### config.mk
export PLATFORM = sky130hd
export DESIGN_NAME = gpel_event_logic
export DESIGN_NICKNAME = d
export VERILOG_FILES = /design/src/verilog/gpel_pkg.sv /design/src/verilog/gpel_event_logic.sv
export SDC_FILE = /design/constraint.sdc
export NUM_CORES = 1
export LEC_CHECK = 0
export BUFFER_PORTS_ARGS = -buffer_cell sky130_fd_sc_hd__buf_4
export CAP_MARGIN = 30
export CORE_MARGIN = 2
export CORE_UTILIZATION = 49
export CTS_CLUSTER_DIAMETER = 50
export DETAILED_ROUTE_END_ITERATION = 10
export GPL_TIMING_DRIVEN = 0
export PLACE_DENSITY = 0.9
export SLEW_MARGIN = 20
export SYNTH_ARGS = -nofsm -noshare
export SYNTH_HDL_FRONTEND = slang
export SYNTH_SLANG_ARGS = --single-unit
### constraint.sdc
create_clock -name pclk -period 6.4 [get_ports pclk]
set_clock_uncertainty 0.2 [all_clocks]
set_input_delay 0.96 -clock pclk [delete_from_list [all_inputs] [get_ports pclk]]
set_output_delay 0.96 -clock pclk [all_outputs]
set_load 0.02 [all_outputs]
### src/verilog/gpel_pkg.sv
// Overview of operation
// RULE_01 - Writing one clears status bit and output
// RULE_02 - Status bits set regardless of enable bits
// RULE_03 - Bit 15 sets on video enable change
// RULE_04 - Bit 11 sets on socket power change
// RULE_05 - Bit 8 sets on 12 V request change
// RULE_06 - Bits 4..0 set on input level changes
// RULE_07 - Reserved bits ignore writes, read zero
// RULE_08 - Output holds until status bit cleared
// RULE_09 - Output only when a pin carries it
// RULE_10 - Enable 15 lets video change raise output
// RULE_11 - Enable 11 lets power change raise output
// RULE_12 - Enable 8 lets 12 V change raise output
// RULE_13 - Enables 4..0 raise output if pin configured
// RULE_14 - Output low while status AND enable nonzero
package gpel_pkg;
  localparam int             ADDR_W       = 12;
  localparam int             VCC_W        = 3;
  localparam int             VPP_W        = 3;
  localparam int             GPI_N        = 5;
  localparam logic [7:0]     IDX_STATUS   = 8'ha8;
  localparam logic [7:0]     IDX_ENABLE   = 8'haa;
  localparam logic [11:0]    ADDR_STATUS  = {2'h0, IDX_STATUS, 2'h0};
  localparam logic [11:0]    ADDR_ENABLE  = {2'h0, IDX_ENABLE, 2'h0};
  localparam logic [15:0]    VALID_BITS   = 16'h891f;
  localparam logic [15:0]    STATUS_RESET = 16'h0000;
  localparam logic [15:0]    ENABLE_RESET = 16'h0000;
  localparam int             BIT_VIDEO    = 15;
  localparam int             BIT_POWER    = 11;
  localparam int             BIT_VPP12    = 8;
  localparam logic [2:0]     VPP_12V_CODE = 3'h4;

  typedef struct packed {
    logic [15:0]      status;
    logic [15:0]      enable;
    logic [GPI_N-1:0] prev_gpi;
    logic             prev_video;
    logic [VCC_W-1:0] prev_vcc;
    logic [VPP_W-1:0] prev_vpp;
    logic             primed;
    logic             pready;
    logic             pslverr;
    logic [31:0]      prdata;
    logic             wake_n;
    logic             irq;
  } gpel_state_t;

  localparam gpel_state_t STATE_RESET = '{
    status:     STATUS_RESET,
    enable:     ENABLE_RESET,
    prev_gpi:   5'h00,
    prev_video: 1'h0,
    prev_vcc:   3'h0,
    prev_vpp:   3'h0,
    primed:     1'h0,
    pready:     1'h0,
    pslverr:    1'h0,
    prdata:     32'h0000_0000,
    wake_n:     1'h1,
    irq:        1'h0
  };
endpackage

### src/verilog/gpel_event_logic.sv
// Register access over APB was left to the implementer.
`timescale 1ns/1ps
module gpel_event_logic (
  input  wire logic        pclk,                     // Bus clock, 40 MHz
  input  wire logic        presetn,                  // Async reset, low
  input  wire logic        psel,                     // APB select
  input  wire logic        penable,                  // APB enable
  input  wire logic        pwrite,                   // APB direction
  input  wire logic [11:0] paddr,                    // APB byte address
  input  wire logic [31:0] pwdata,                   // APB write data
  input  wire logic [3:0]  pstrb,                    // APB byte strobes
  output logic      [31:0] prdata,                   // APB read data
  output logic             pready,                   // APB ready
  output logic             pslverr,                  // APB error
  input  wire logic        video_port_enable_bit,    // Card control video enable
  input  wire logic [2:0]  socket_vcc_sel,           // Socket supply select
  input  wire logic [2:0]  socket_vpp_sel,           // Programming voltage select
  input  wire logic [4:0]  general_input,            // Pins 5,4,2,1,0 levels
  input  wire logic [4:0]  general_input_cfg,        // Pin is a general input
  input  wire logic        wake_pin_routed,          // A pin carries the wake event
  output logic             system_wake_event_out_n,  // Wake event, low active
  output logic             event_irq                 // Level interrupt, high
);

  gpel_pkg::gpel_state_t st;
  gpel_pkg::gpel_state_t next_st;

  logic [4:0]  gpi_chg;
  logic        video_chg;
  logic        power_chg;
  logic        vpp12_chg;
  logic [15:0] events;
  logic [15:0] wmask;
  logic [15:0] gate;
  logic [15:0] clr;
  logic        xfer_done;
  logic        wr_done;
  logic        wr_status;
  logic        wr_enable;
  logic        mapped;
  logic        active;

  function automatic logic addr_hit(input logic [11:0] addr, input logic [11:0] target);
    addr_hit = (addr == target);
  endfunction

  // Level change detection, suppressed until the first sample after reset
  genvar gi;
  generate
    for (gi = 0; gi < gpel_pkg::GPI_N; gi++) begin : g_gpi
      assign gpi_chg[gi] = st.primed & (general_input[gi] ^ st.prev_gpi[gi]);
    end
  endgenerate

  assign video_chg = st.primed & (video_port_enable_bit ^ st.prev_video);
  assign power_chg = st.primed & ((socket_vcc_sel != st.prev_vcc) | (socket_vpp_sel != st.prev_vpp));
  assign vpp12_chg = st.primed & ((socket_vpp_sel == gpel_pkg::VPP_12V_CODE)
                                  ^ (st.prev_vpp == gpel_pkg::VPP_12V_CODE));

  always_comb begin
    events = 16'h0000;
    events[gpel_pkg::BIT_VIDEO] = video_chg;  // RULE_03
    events[gpel_pkg::BIT_POWER] = power_chg;  // RULE_04
    events[gpel_pkg::BIT_VPP12] = vpp12_chg;  // RULE_05
    events[4:0] = gpi_chg;                    // RULE_06
  end

  assign wmask     = {{8{pstrb[1]}}, {8{pstrb[0]}}};
  assign gate      = {11'h7ff, general_input_cfg};  // RULE_13
  assign xfer_done = psel & penable & st.pready;
  assign wr_done   = xfer_done & pwrite;
  assign wr_status = wr_done & addr_hit(paddr, gpel_pkg::ADDR_STATUS);
  assign wr_enable = wr_done & addr_hit(paddr, gpel_pkg::ADDR_ENABLE);
  assign mapped    = addr_hit(paddr, gpel_pkg::ADDR_STATUS) | addr_hit(paddr, gpel_pkg::ADDR_ENABLE);
  assign clr       = wr_status ? (pwdata[15:0] & wmask & gpel_pkg::VALID_BITS) : 16'h0000;  // RULE_01

  always_comb begin
    next_st = st;
    next_st.primed     = 1'b1;
    next_st.prev_gpi   = general_input;
    next_st.prev_video = video_port_enable_bit;
    next_st.prev_vcc   = socket_vcc_sel;
    next_st.prev_vpp   = socket_vpp_sel;
    // A new event wins over a clear in the same cycle
    next_st.status = ((st.status & ~clr) | events) & gpel_pkg::VALID_BITS;  // RULE_01 RULE_02 RULE_07
    if (wr_enable) begin
      next_st.enable = ((st.enable & ~wmask) | (pwdata[15:0] & wmask)) & gpel_pkg::VALID_BITS;  // RULE_07
    end
    // One wait state: ready rises in the second access cycle
    if (psel & penable & ~st.pready) begin
      next_st.pready  = 1'b1;
      next_st.pslverr = ~mapped;
      if (addr_hit(paddr, gpel_pkg::ADDR_STATUS)) begin
        next_st.prdata = {16'h0000, st.status};
      end else if (addr_hit(paddr, gpel_pkg::ADDR_ENABLE)) begin
        next_st.prdata = {16'h0000, st.enable};
      end else begin
        next_st.prdata = 32'h0000_0000;
      end
    end else if (xfer_done) begin
      next_st.pready  = 1'b0;
      next_st.pslverr = 1'b0;
      next_st.prdata  = 32'h0000_0000;
    end
    active         = |(next_st.status & next_st.enable & gate);  // RULE_10 RULE_11 RULE_12 RULE_13
    next_st.irq    = active;
    next_st.wake_n = ~(wake_pin_routed & active);  // RULE_08 RULE_09 RULE_14
  end

  always_ff @(posedge pclk or negedge presetn) begin
    if (!presetn) begin
      st <= gpel_pkg::STATE_RESET;  // RULE_14
    end else begin
      st <= next_st;
    end
  end

  assign prdata                  = st.prdata;
  assign pready                  = st.pready;
  assign pslverr                 = st.pslverr;
  assign system_wake_event_out_n = st.wake_n;
  assign event_irq               = st.irq;

  // Per-pin change checks
  generate
    for (gi = 0; gi < gpel_pkg::GPI_N; gi++) begin : g_gpi_chk

    end
  endgenerate

  // Per-bit sticky and reserved checks
  genvar bi;
  generate
    for (bi = 0; bi < 16; bi++) begin : g_bit_chk
      if (gpel_pkg::VALID_BITS[bi]) begin : g_valid

      end else begin : g_reserved

      end
    end
  endgenerate
endmodule

# Yosys cells after proc, flatten, opt, wreduce, memory -nomap -nowiden
# Index checks and enable logic that the tools add are counted.
[totals] reg_bits=73 input_bits=71 out_inout_bits=36 word_cells=62
[op_classes] n_eq_ne=6 n_mux=6 bitwise_logic=36 n_reduce_logical=2
[ops] op="$and 16x16->16" n=5
[ops] op="$mux 34" n=2
[ops] op="$mux 16" n=4
[ops] op="$not 16->16" n=2
[ops] op="$or 16x16->16" n=2
[ops] op="$eq 12x10->1 const B" n=2
[ops] op="$reduce_or 16->1" n=1
[ops] op="$and 1x1->1" n=15
[ops] op="$xor 1x1->1" n=7
[ops] op="$eq 3x3->1 const B" n=2
[ops] op="$ne 3x3->1" n=2
[ops] op="$not 1->1" n=3
[ops] op="$or 1x1->1" n=2
[ops] op="$reduce_bool 2->1" n=1

# Logic depth before layout (Yosys ltp)
# Gate-level depths: netlist (run 1).
[logic_depth] ltp_word=13 ltp_mapped=7 depth_no_buf=6

# Worst setup path after synthesis (run 1)
# OpenSTA, ideal clock, no wires.
[synth_path] kind="input-to-reg" from="input paddr[1]" to="register st (netlist bit event_irq)" setup_ns=0.139 t_arrival_ns=3.406 required_time_ns=6.061 path_slack_ns=2.655 cell_stages=7 n_path_buf=1 cell_sequence="or4b_4 -> or3_1 -> buf_2 -> o41ai_2 -> a221oi_1 -> or4_1 -> or4_1"
[synth_via] elab_chain_len=9 elab_cells_between_ends=12 cone_classes="eq/ne (2); mux (2); bitwise (7); reduce/logical (1)"
[synth_lines] element="start, declared" line_no="gpel_event_logic.sv:9" text="input wire logic [11:0] paddr,"
[synth_lines] element="$eq 12x10->1" line_no="gpel_event_logic.sv:44" text="addr_hit = (addr == target);"
[synth_lines] element="$and 1x1->1" line_no="gpel_event_logic.sv:72" text="assign wr_status = wr_done & addr_hit(paddr, gpel_pkg::ADDR_STATUS);"
[synth_lines] element="$mux 16" line_no="gpel_event_logic.sv:75" text="assign clr = wr_status ? (pwdata[15:0] & wmask & gpel_pkg::VALID_BITS) : 16'h0000;"
[synth_lines] element="$not 16->16" line_no="gpel_event_logic.sv:85" text="next_st.status = ((st.status & ~clr) | events) & gpel_pkg::VALID_BITS;"
[synth_lines] element="$and 16x16->16" line_no="gpel_event_logic.sv:85"
[synth_lines] element="$or 16x16->16" line_no="gpel_event_logic.sv:85"
[synth_lines] element="$and 16x16->16 (*) (2 in series)" line_no="gpel_event_logic.sv:105" text="active = |(next_st.status & next_st.enable & gate);"
[synth_lines] element="$reduce_or 16->1 (*)" line_no="gpel_event_logic.sv:105"
[synth_lines] element="via active" line_no="gpel_event_logic.sv:41" text="logic active;"
[synth_lines] element="end signal, assigned" line_no="gpel_event_logic.sv:112" text="st <= gpel_pkg::STATE_RESET;"
[synth_lines] element="end signal, assigned" line_no="gpel_event_logic.sv:114" text="st <= next_st;"
[synth_lines] element="end, declared" line_no="gpel_event_logic.sv:25" text="gpel_pkg::gpel_state_t st;"
# Mark *: on every way through the listed nets, which the timed path passes. The rest lies on a longest branch.
# A chain may end at the register's enable or synchronous reset.

# Worst setup path in the final report (run 1)
# Same ends and word-level chain as after synthesis.

==> results.py, run 1 <==
metrics = {
    "critical_path": {
        "r2r-start": "pready$_DFFE_PN0P_",
        "crit_path_top_delay_cell": "or4_1",
        "cp-start-kind": "input pin",
        "reg2reg_slack_ps": 3590,
        "worst_setup_path_end_kind": "flip-flop",
        "arrival_ps": 3730,
        "crit_top_cell": "or4_1",
        "r2r-end": "event_irq$_DFF_PN0_",
        "path_cells": "buf_4 > or4b_4 > or4_1 > o21ai_0 > a221oi_1 > or4_1 > or4_1",
        "worstRegToRegCells": 6,
        "cpPeakStageDelay_ps": 640,
        "cp-startpoint": "paddr[1]",
        "crit_required_ps": 6370,
        "path_max_fanout": 6,
        "worst-setup-path-type": "in -> reg",
    },
    "routing": {
        "routedWlPerCell_um": 12.6,
        "totalWireLength_um": 4280,
        "vias": 1644,
        "viasPerCell": 4.82,
        "drt_iter0_markers": 71,
        "dr.pass1.iters": 4,
        "antenna_left": 0,
        "post-route-drc-count": 0,
    },
    "sta": {
        "finalSetupViolations": 0,
        "fin_crit_ps": 3760,
        "setup_slack_ps": 2640,
        "period_share_pct": 58.8,
        "slew_viol_final": 0,
        "hold_violations": 0,
        "slew_headroom_pct": 51.5,
        "rsz0062_at_grt": "false",
        "tns_ps": 0,
        "fmaxAchievable_mhz": 266,
        "worstMarginPinSlew_ps": 722,
    },
    "clock_network": {
        "ctsResizeCount": 0,
        "cts_max_level": 2,
        "cts.sinks": 41,
        "clk_path_buf_depth": 2,
        "clockRootBuffer": "clkbuf_8",
        "clock_latency_ps": 300,
        "ctsHoldBuffers": 0,
        "clk_pin_slew_ps": 70,
        "numCtsBuffers": 5,
        "cts_tree": "done",
        "post_cts_buffers": 0,
    },
    "logic_synthesis": {
        "yosysSeqAreaShare_pct": 48.6,
        "synth.distinct_cells": 38,
        "synth_top_area_share_pct": 47.3,
        "netlist_instances": 205,
        "yosysWarnings": 0,
        "mappedNetlistArea_um2": 2120,
        "yosys-top-cells-area": "dfrtp_1 (47%), buf_4 (11%), xor2_1 (5.4%), nand2_1 (4.8%), mux2i_1 (4.3%)",
        "syn_avg_cell_area_um2": 10.3,
        "synth_top_area_cell": "dfrtp_1",
        "ys_ff_latch": 41,
    },
    "power": {
        "p_int_w": 0.000442,
        "power.share.combinational_pct": 16.6,
        "total_power_w": 0.000585,
        "vdd.ir_drop.worst_mv": 0.200,
        "leakage_nw": 1.46,
        "seqPwrFrac_pct": 47.3,
        "swShare_pct": 24.5,
        "p_switching_w": 0.000143,
        "cellPowerDensity_nw_per_um2": 209,
        "clockPowerShare_pct": 36.1,
    },
    "global_routing": {
        "grtUsageMet2_pct": 30.3,
        "grt_overflow": 0,
        "met3_usage_pct": 4.65,
        "met1_usage_pct": 23.4,
        "antenna_found_initial": 0,
        "grtUsageTotal_pct": 18.8,
        "grt_pass1_vias": 1643,
        "grt_max_degree": 42,
        "grt_first_pass_wirelength_um": 7180,
        "grt.busiest_layer": "met2",
    },
    "min_path": {
        "worstHoldPathCells": 2,
        "min_from": "prdata[15]$_DFFE_PN0P_",
        "hp-class": "reg -> reg",
        "hold_end": "prdata[15]$_DFFE_PN0P_",
    },
    "job": {
        "maxCapViolCount": 0,
    },
    "floorplanning": {
        "die_area_um2": 4860,
        "core_area_um2": 4090,
        "die_w_um": 69.7,
        "start_util_pct": 51.8,
        "num_rows": 23,
        "fp.dieH_um": 69.7,
        "io_pins": 107,
    },
    "placement": {
        "post-place-ws_ps": 2340,
        "hpwl_um": 3450,
        "portBuffers": 55,
        "gp_congestion": 0.833,
    },
    "cells_and_area": {
        "syn2layout_area_growth_pct": 32.1,
        "final_core_util_pct": 68.4,
        "antenna_cells": 0,
        "drive_gt1_share_pct": 35.7,
        "nets": 361,
        "fill_cells": 329,
    },
    "status": {
        "run_status": "complete, no violations",
    },
}
-- worst max path at each step --
stage          cells after the start                  end
4_1_cts                            8  event_irq$_DFF_PN0_
3_5_place_dp                       8  event_irq$_DFF_PN0_
6_report                           7  event_irq$_DFF_PN0_
5_1_grt                            7  event_irq$_DFF_PN0_
3_3_place_gp                       7  event_irq$_DFF_PN0_
2_1_floorplan                      7  event_irq$_DFF_PN0_
-- cell usage in the layout, fill, tap and decap left out, types with 8 or more instances in the layout --
cell type  instances
buf_4             87
nand2_1           27
xor2_1            13
mux2i_1            9
conb_1            25
o21ai_1            8
inv_1             12
dfrtp_1           40
-- through the flow --
step / area [um^2] / hold slack (ps) / std cells
global placement: 2680 / 268 / 333
floorplan: 2200 / 257 / 228
CTS: 2790 / 296 / 341
detailed placement: 2680 / 281 / 333
global route: 2790 / 331 / 341
finish: 2790 / 293 / 341
-- power by group through the flow --
stage / Sequential [W] / Combinational, W / Clock [W]
after global placement: 0.000281 / 0.0000948 / 0
after global routing: 0.000279 / 0.000106 / 0.000231
after floorplan: 0.000287 / 0.0000469 / 0
after CTS: 0.000277 / 0.0000968 / 0.000214
after detailed placement: 0.000282 / 0.0000964 / 0
final: 0.000277 / 0.0000970 / 0.000211
-- state kept, by name, indices dropped and copies added, names as in the netlist --
register	cells
st	29
prdata	8
system_wake_event_out_n	1
pslverr	1
event_irq	1
pready	1
-- cell usage after synthesis --
| cell | n |
|---|---|
| dfstp_2 | 1 |
| nand4b_1 | 1 |
| or4b_4 | 1 |
| nor3b_1 | 4 |
| nand4_1 | 2 |
| xor2_1 | 13 |
| o41ai_2 | 3 |
| nand2_1 | 27 |
| buf_2 | 1 |
| and2_1 | 1 |
| nor4_1 | 2 |
| dfrtp_1 | 40 |
| nor2_1 | 2 |
| nand3_1 | 4 |
| o31ai_1 | 1 |
| and3_1 | 1 |
| mux2_2 | 3 |
| nor4b_1 | 1 |
| o21ai_1 | 8 |
| or4_1 | 3 |
| a21oi_1 | 1 |
| a22o_1 | 1 |
| a22oi_1 | 2 |
| and4_1 | 1 |
| or3b_2 | 1 |
| a221oi_1 | 3 |
| conb_1 | 2 |
| o21ai_0 | 6 |
| xnor2_1 | 1 |
| inv_1 | 12 |
| clkinv_1 | 1 |
| or4b_1 | 1 |
| mux2i_1 | 9 |
| o41ai_1 | 5 |
| buf_4 | 32 |
| nor2b_1 | 1 |
| clkbuf_1 | 5 |
| or3_1 | 2 |
-- area by class of cell --
cell class | instances | area [um^2] | area share (%)
sequential | 41 | 1030 | 36.8
clock buffer | 7 | 86.3 | 3.09
inverter | 13 | 48.8 | 1.75
multi-input combinational | 136 | 862 | 30.9
buffer | 38 | 264 | 9.45
clock inverter | 1 | 30.0 | 1.07
tap | 50 | 62.6 | 2.24
timing repair buffer | 55 | 413 | 14.8
-- worst max-delay path, delay by kind of cell --
kind | cells | cell delay, ps
AOI/OAI and AO/OA | 2 | 430
buffers and inverters | 1 | 110
and+or+nand+nor | 4 | 2220
-- cells by family (layout without fill, tap and decap cells) --
group / count (synthesis) / after routing / synth area share, %
AND/OR/NAND/NOR: 55 / 55 / 14.0
buffers and inverters: 51 / 114 / 14.8
flip-flops: 41 / 41 / 48.6
AO/OA/AOI/OAI: 30 / 30 / 10.6
XOR/XNOR: 14 / 14 / 5.80
multiplexers: 12 / 12 / 5.85
other: 2 / 25 / 0.355
-- routing by layer --
layer | up-vias | part of all wire [%]
li1 | 822 | -
met1 | 749 | 42
met2 | 61 | 49
met3 | 12 | 6.1
met4 | 0 | 3.4
met5 | - | 0
(Power assumes the default switching activity.)
==> run 2, diff against run 1 <==
--- a/config.mk
+++ b/config.mk
@@ -8,11 +8,11 @@
 export BUFFER_PORTS_ARGS = -buffer_cell sky130_fd_sc_hd__buf_4
 export CAP_MARGIN = 30
 export CORE_MARGIN = 2
-export CORE_UTILIZATION = 49
+export CORE_UTILIZATION = 45
 export CTS_CLUSTER_DIAMETER = 50
 export DETAILED_ROUTE_END_ITERATION = 10
 export GPL_TIMING_DRIVEN = 0
-export PLACE_DENSITY = 0.9
+export PLACE_DENSITY = 0.84
 export SLEW_MARGIN = 20
 export SYNTH_ARGS = -nofsm -noshare
 export SYNTH_HDL_FRONTEND = slang
==> constraint.sdc (replaced) <==
create_clock -name pclk -period 3.5 [get_ports pclk]
set_clock_uncertainty 0.2 [all_clocks]
set_input_delay 0.525 -clock pclk [delete_from_list [all_inputs] [get_ports pclk]]
set_output_delay 0.525 -clock pclk [all_outputs]
set_load 0.02 [all_outputs]
==> results.py, run 2 (synthesized netlist as in run 1, its figures left out) <==
metrics = {
    "clock_network": {
        "numCtsBuffers": 5,
        "clk_path_buf_depth": 2,
        "ctsHoldBuffers": 0,
        "clock_latency_ps": 290,
        "ctsResizeCount": 0,
        "cts.sinks": 41,
        "cts_max_level": 2,
        "clockRootBuffer": "clkbuf_8",
        "cts_tree": "done",
        "clk_pin_slew_ps": 80,
        "post_cts_buffers": 0,
    },
    "sta": {
        "rsz0062_at_grt": "false",
        "slew_viol_final": 0,
        "fmaxAchievable_mhz": 294,
        "slew_headroom_pct": 53.8,
        "period_share_pct": 97.3,
        "hold_violations": 12,
        "finalSetupViolations": 0,
        "hold-worst-slack_ps": -2.37,
        "fin_crit_ps": 3410,
        "worstMarginPinSlew_ps": 694,
        "setup_slack_ps": 94.0,
    },
    "status": {
        "violations": "hold timing",
        "run_status": "finished with violations",
    },
    "routing": {
        "routedWlPerCell_um": 12.7,
        "antenna_left": 0,
        "vias": 1644,
        "dr.pass1.iters": 4,
        "drt_iter0_markers": 68,
        "viasPerCell": 4.79,
        "post-route-drc-count": 0,
        "totalWireLength_um": 4350,
    },
    "cells_and_area": {
        "layout_commonest_cell": "buf_4",
        "regMostFlops": "st",
        "syn2layout_area_growth_pct": 30.5,
        "largest_reg_flops": 29,
        "fin_cells": 343,
        "drive_gt1_share_pct": 35.4,
        "final_core_util_pct": 62.1,
        "antenna_cells": 0,
        "mostFrequentLayoutCells": "buf_4 (87), dfrtp_1 (40), nand2_1 (27)",
        "nets": 361,
    },
    "floorplanning": {
        "die_w_um": 72.6,
        "num_rows": 24,
        "io_pins": 107,
        "die_area_um2": 5270,
        "fp.dieH_um": 72.6,
        "start_util_pct": 47.6,
        "core_area_um2": 4440,
    },
    "placement": {
        "portBuffers": 55,
        "placedCellCount": 335,
        "hpwl_um": 3480,
        "post-place-ws_ps": -184,
        "gp_congestion": 0.868,
    },
    "global_routing": {
        "grt_overflow": 0,
        "grt_pass1_vias": 1569,
        "grt_first_pass_wirelength_um": 6900,
        "grt_max_degree": 42,
        "antenna_found_initial": 0,
        "grtUsageTotal_pct": 17.2,
    },
    "power": {
        "leakage_nw": 1.45,
        "total_power_w": 0.000975,
        "cellPowerDensity_nw_per_um2": 353,
        "vdd.ir_drop.worst_mv": 0.291,
    },
    "critical_path": {
        "path_cells": "buf_4 > or4b_4 > or4_1 > o21ai_0 > a221oi_1 > or4_1 > or4_1",
        "worst-setup-path-type": "in -> reg",
        "crit_path_top_delay_cell": "or4_1",
        "crit_required_ps": 3460,
        "crit_top_cell": "or4_1",
        "cp-start-kind": "input pin",
        "cpPeakStageDelay_ps": 660,
        "arrival_ps": 3370,
        "path_max_fanout": 6,
        "worst_setup_path_end_kind": "flip-flop",
    },
    "job": {
        "maxCapViolCount": 0,
    },
    "min_path": {
        "hp-class": "in -> async",
    },
}
==> run 2: cell type report <==
class,instances,area (um^2)
clock inverter,1,5.00
inverter,13,48.8
sequential,41,1030
clock buffer,7,76.3
timing repair buffer,55,413
multi-input combinational,136,862
tap,52,65.1
fill,391,1680
buffer,38,264
==> run 2: power by group <==
part | internal, W | switching [W] | total (W)
logic | 0.0000839 | 0.0000926 | 0.000177
clock network | 0.000140 | 0.000154 | 0.000294
registers | 0.000492 | 0.0000135 | 0.000505
total | 0.000715 | 0.000260 | 0.000975
==> run 2: worst paths after layout <==
path / slack [ps] / start / to / depth (start not counted)
worst min-delay path: -2 / presetn / st[66]$_DFF_PN0_ / 1
worst max register to register: 680 / pready$_DFFE_PN0P_ / event_irq$_DFF_PN0_ / 6
min in group pclk: 140 / general_input[3] / st[47]$_DFF_PN0_ / 1
worst min register to register: 290 / prdata[4]$_DFFE_PN0P_ / prdata[4]$_DFFE_PN0P_ / 2
max in group asynchronous: 2750 / presetn / system_wake_event_out_n$_DFF_PN1_ / 1
worst max-delay path: 90 / paddr[1] / event_irq$_DFF_PN0_ / 7
==> run 2: per-layer routing <==
layer / vias up / share of wire (%) / GRT usage (%)
li1: 820 / - / -
met4: 0 / 1.8 / 8.23
met1: 748 / 42 / 21.7
met2: 71 / 50 / 27.8
met5: - / 0 / 0
met3: 5 / 6.4 / 4.14
==> run 2: critical path, delay by kind of cell <==
family                 cells  cell delay [ps]
AOI/OAI and AO/OA          2              460
buffers and inverters      1              110
and+or+nand+nor            4             2270
==> run 2: per-stage QoR <==
step / setup TNS (ps) / area [um^2]
after floorplan: 0 / 2200
after global placement: -137 / 2680
after detailed placement: -184 / 2680
after CTS: 0 / 2760
after global routing: 0 / 2760
final: 0 / 2760
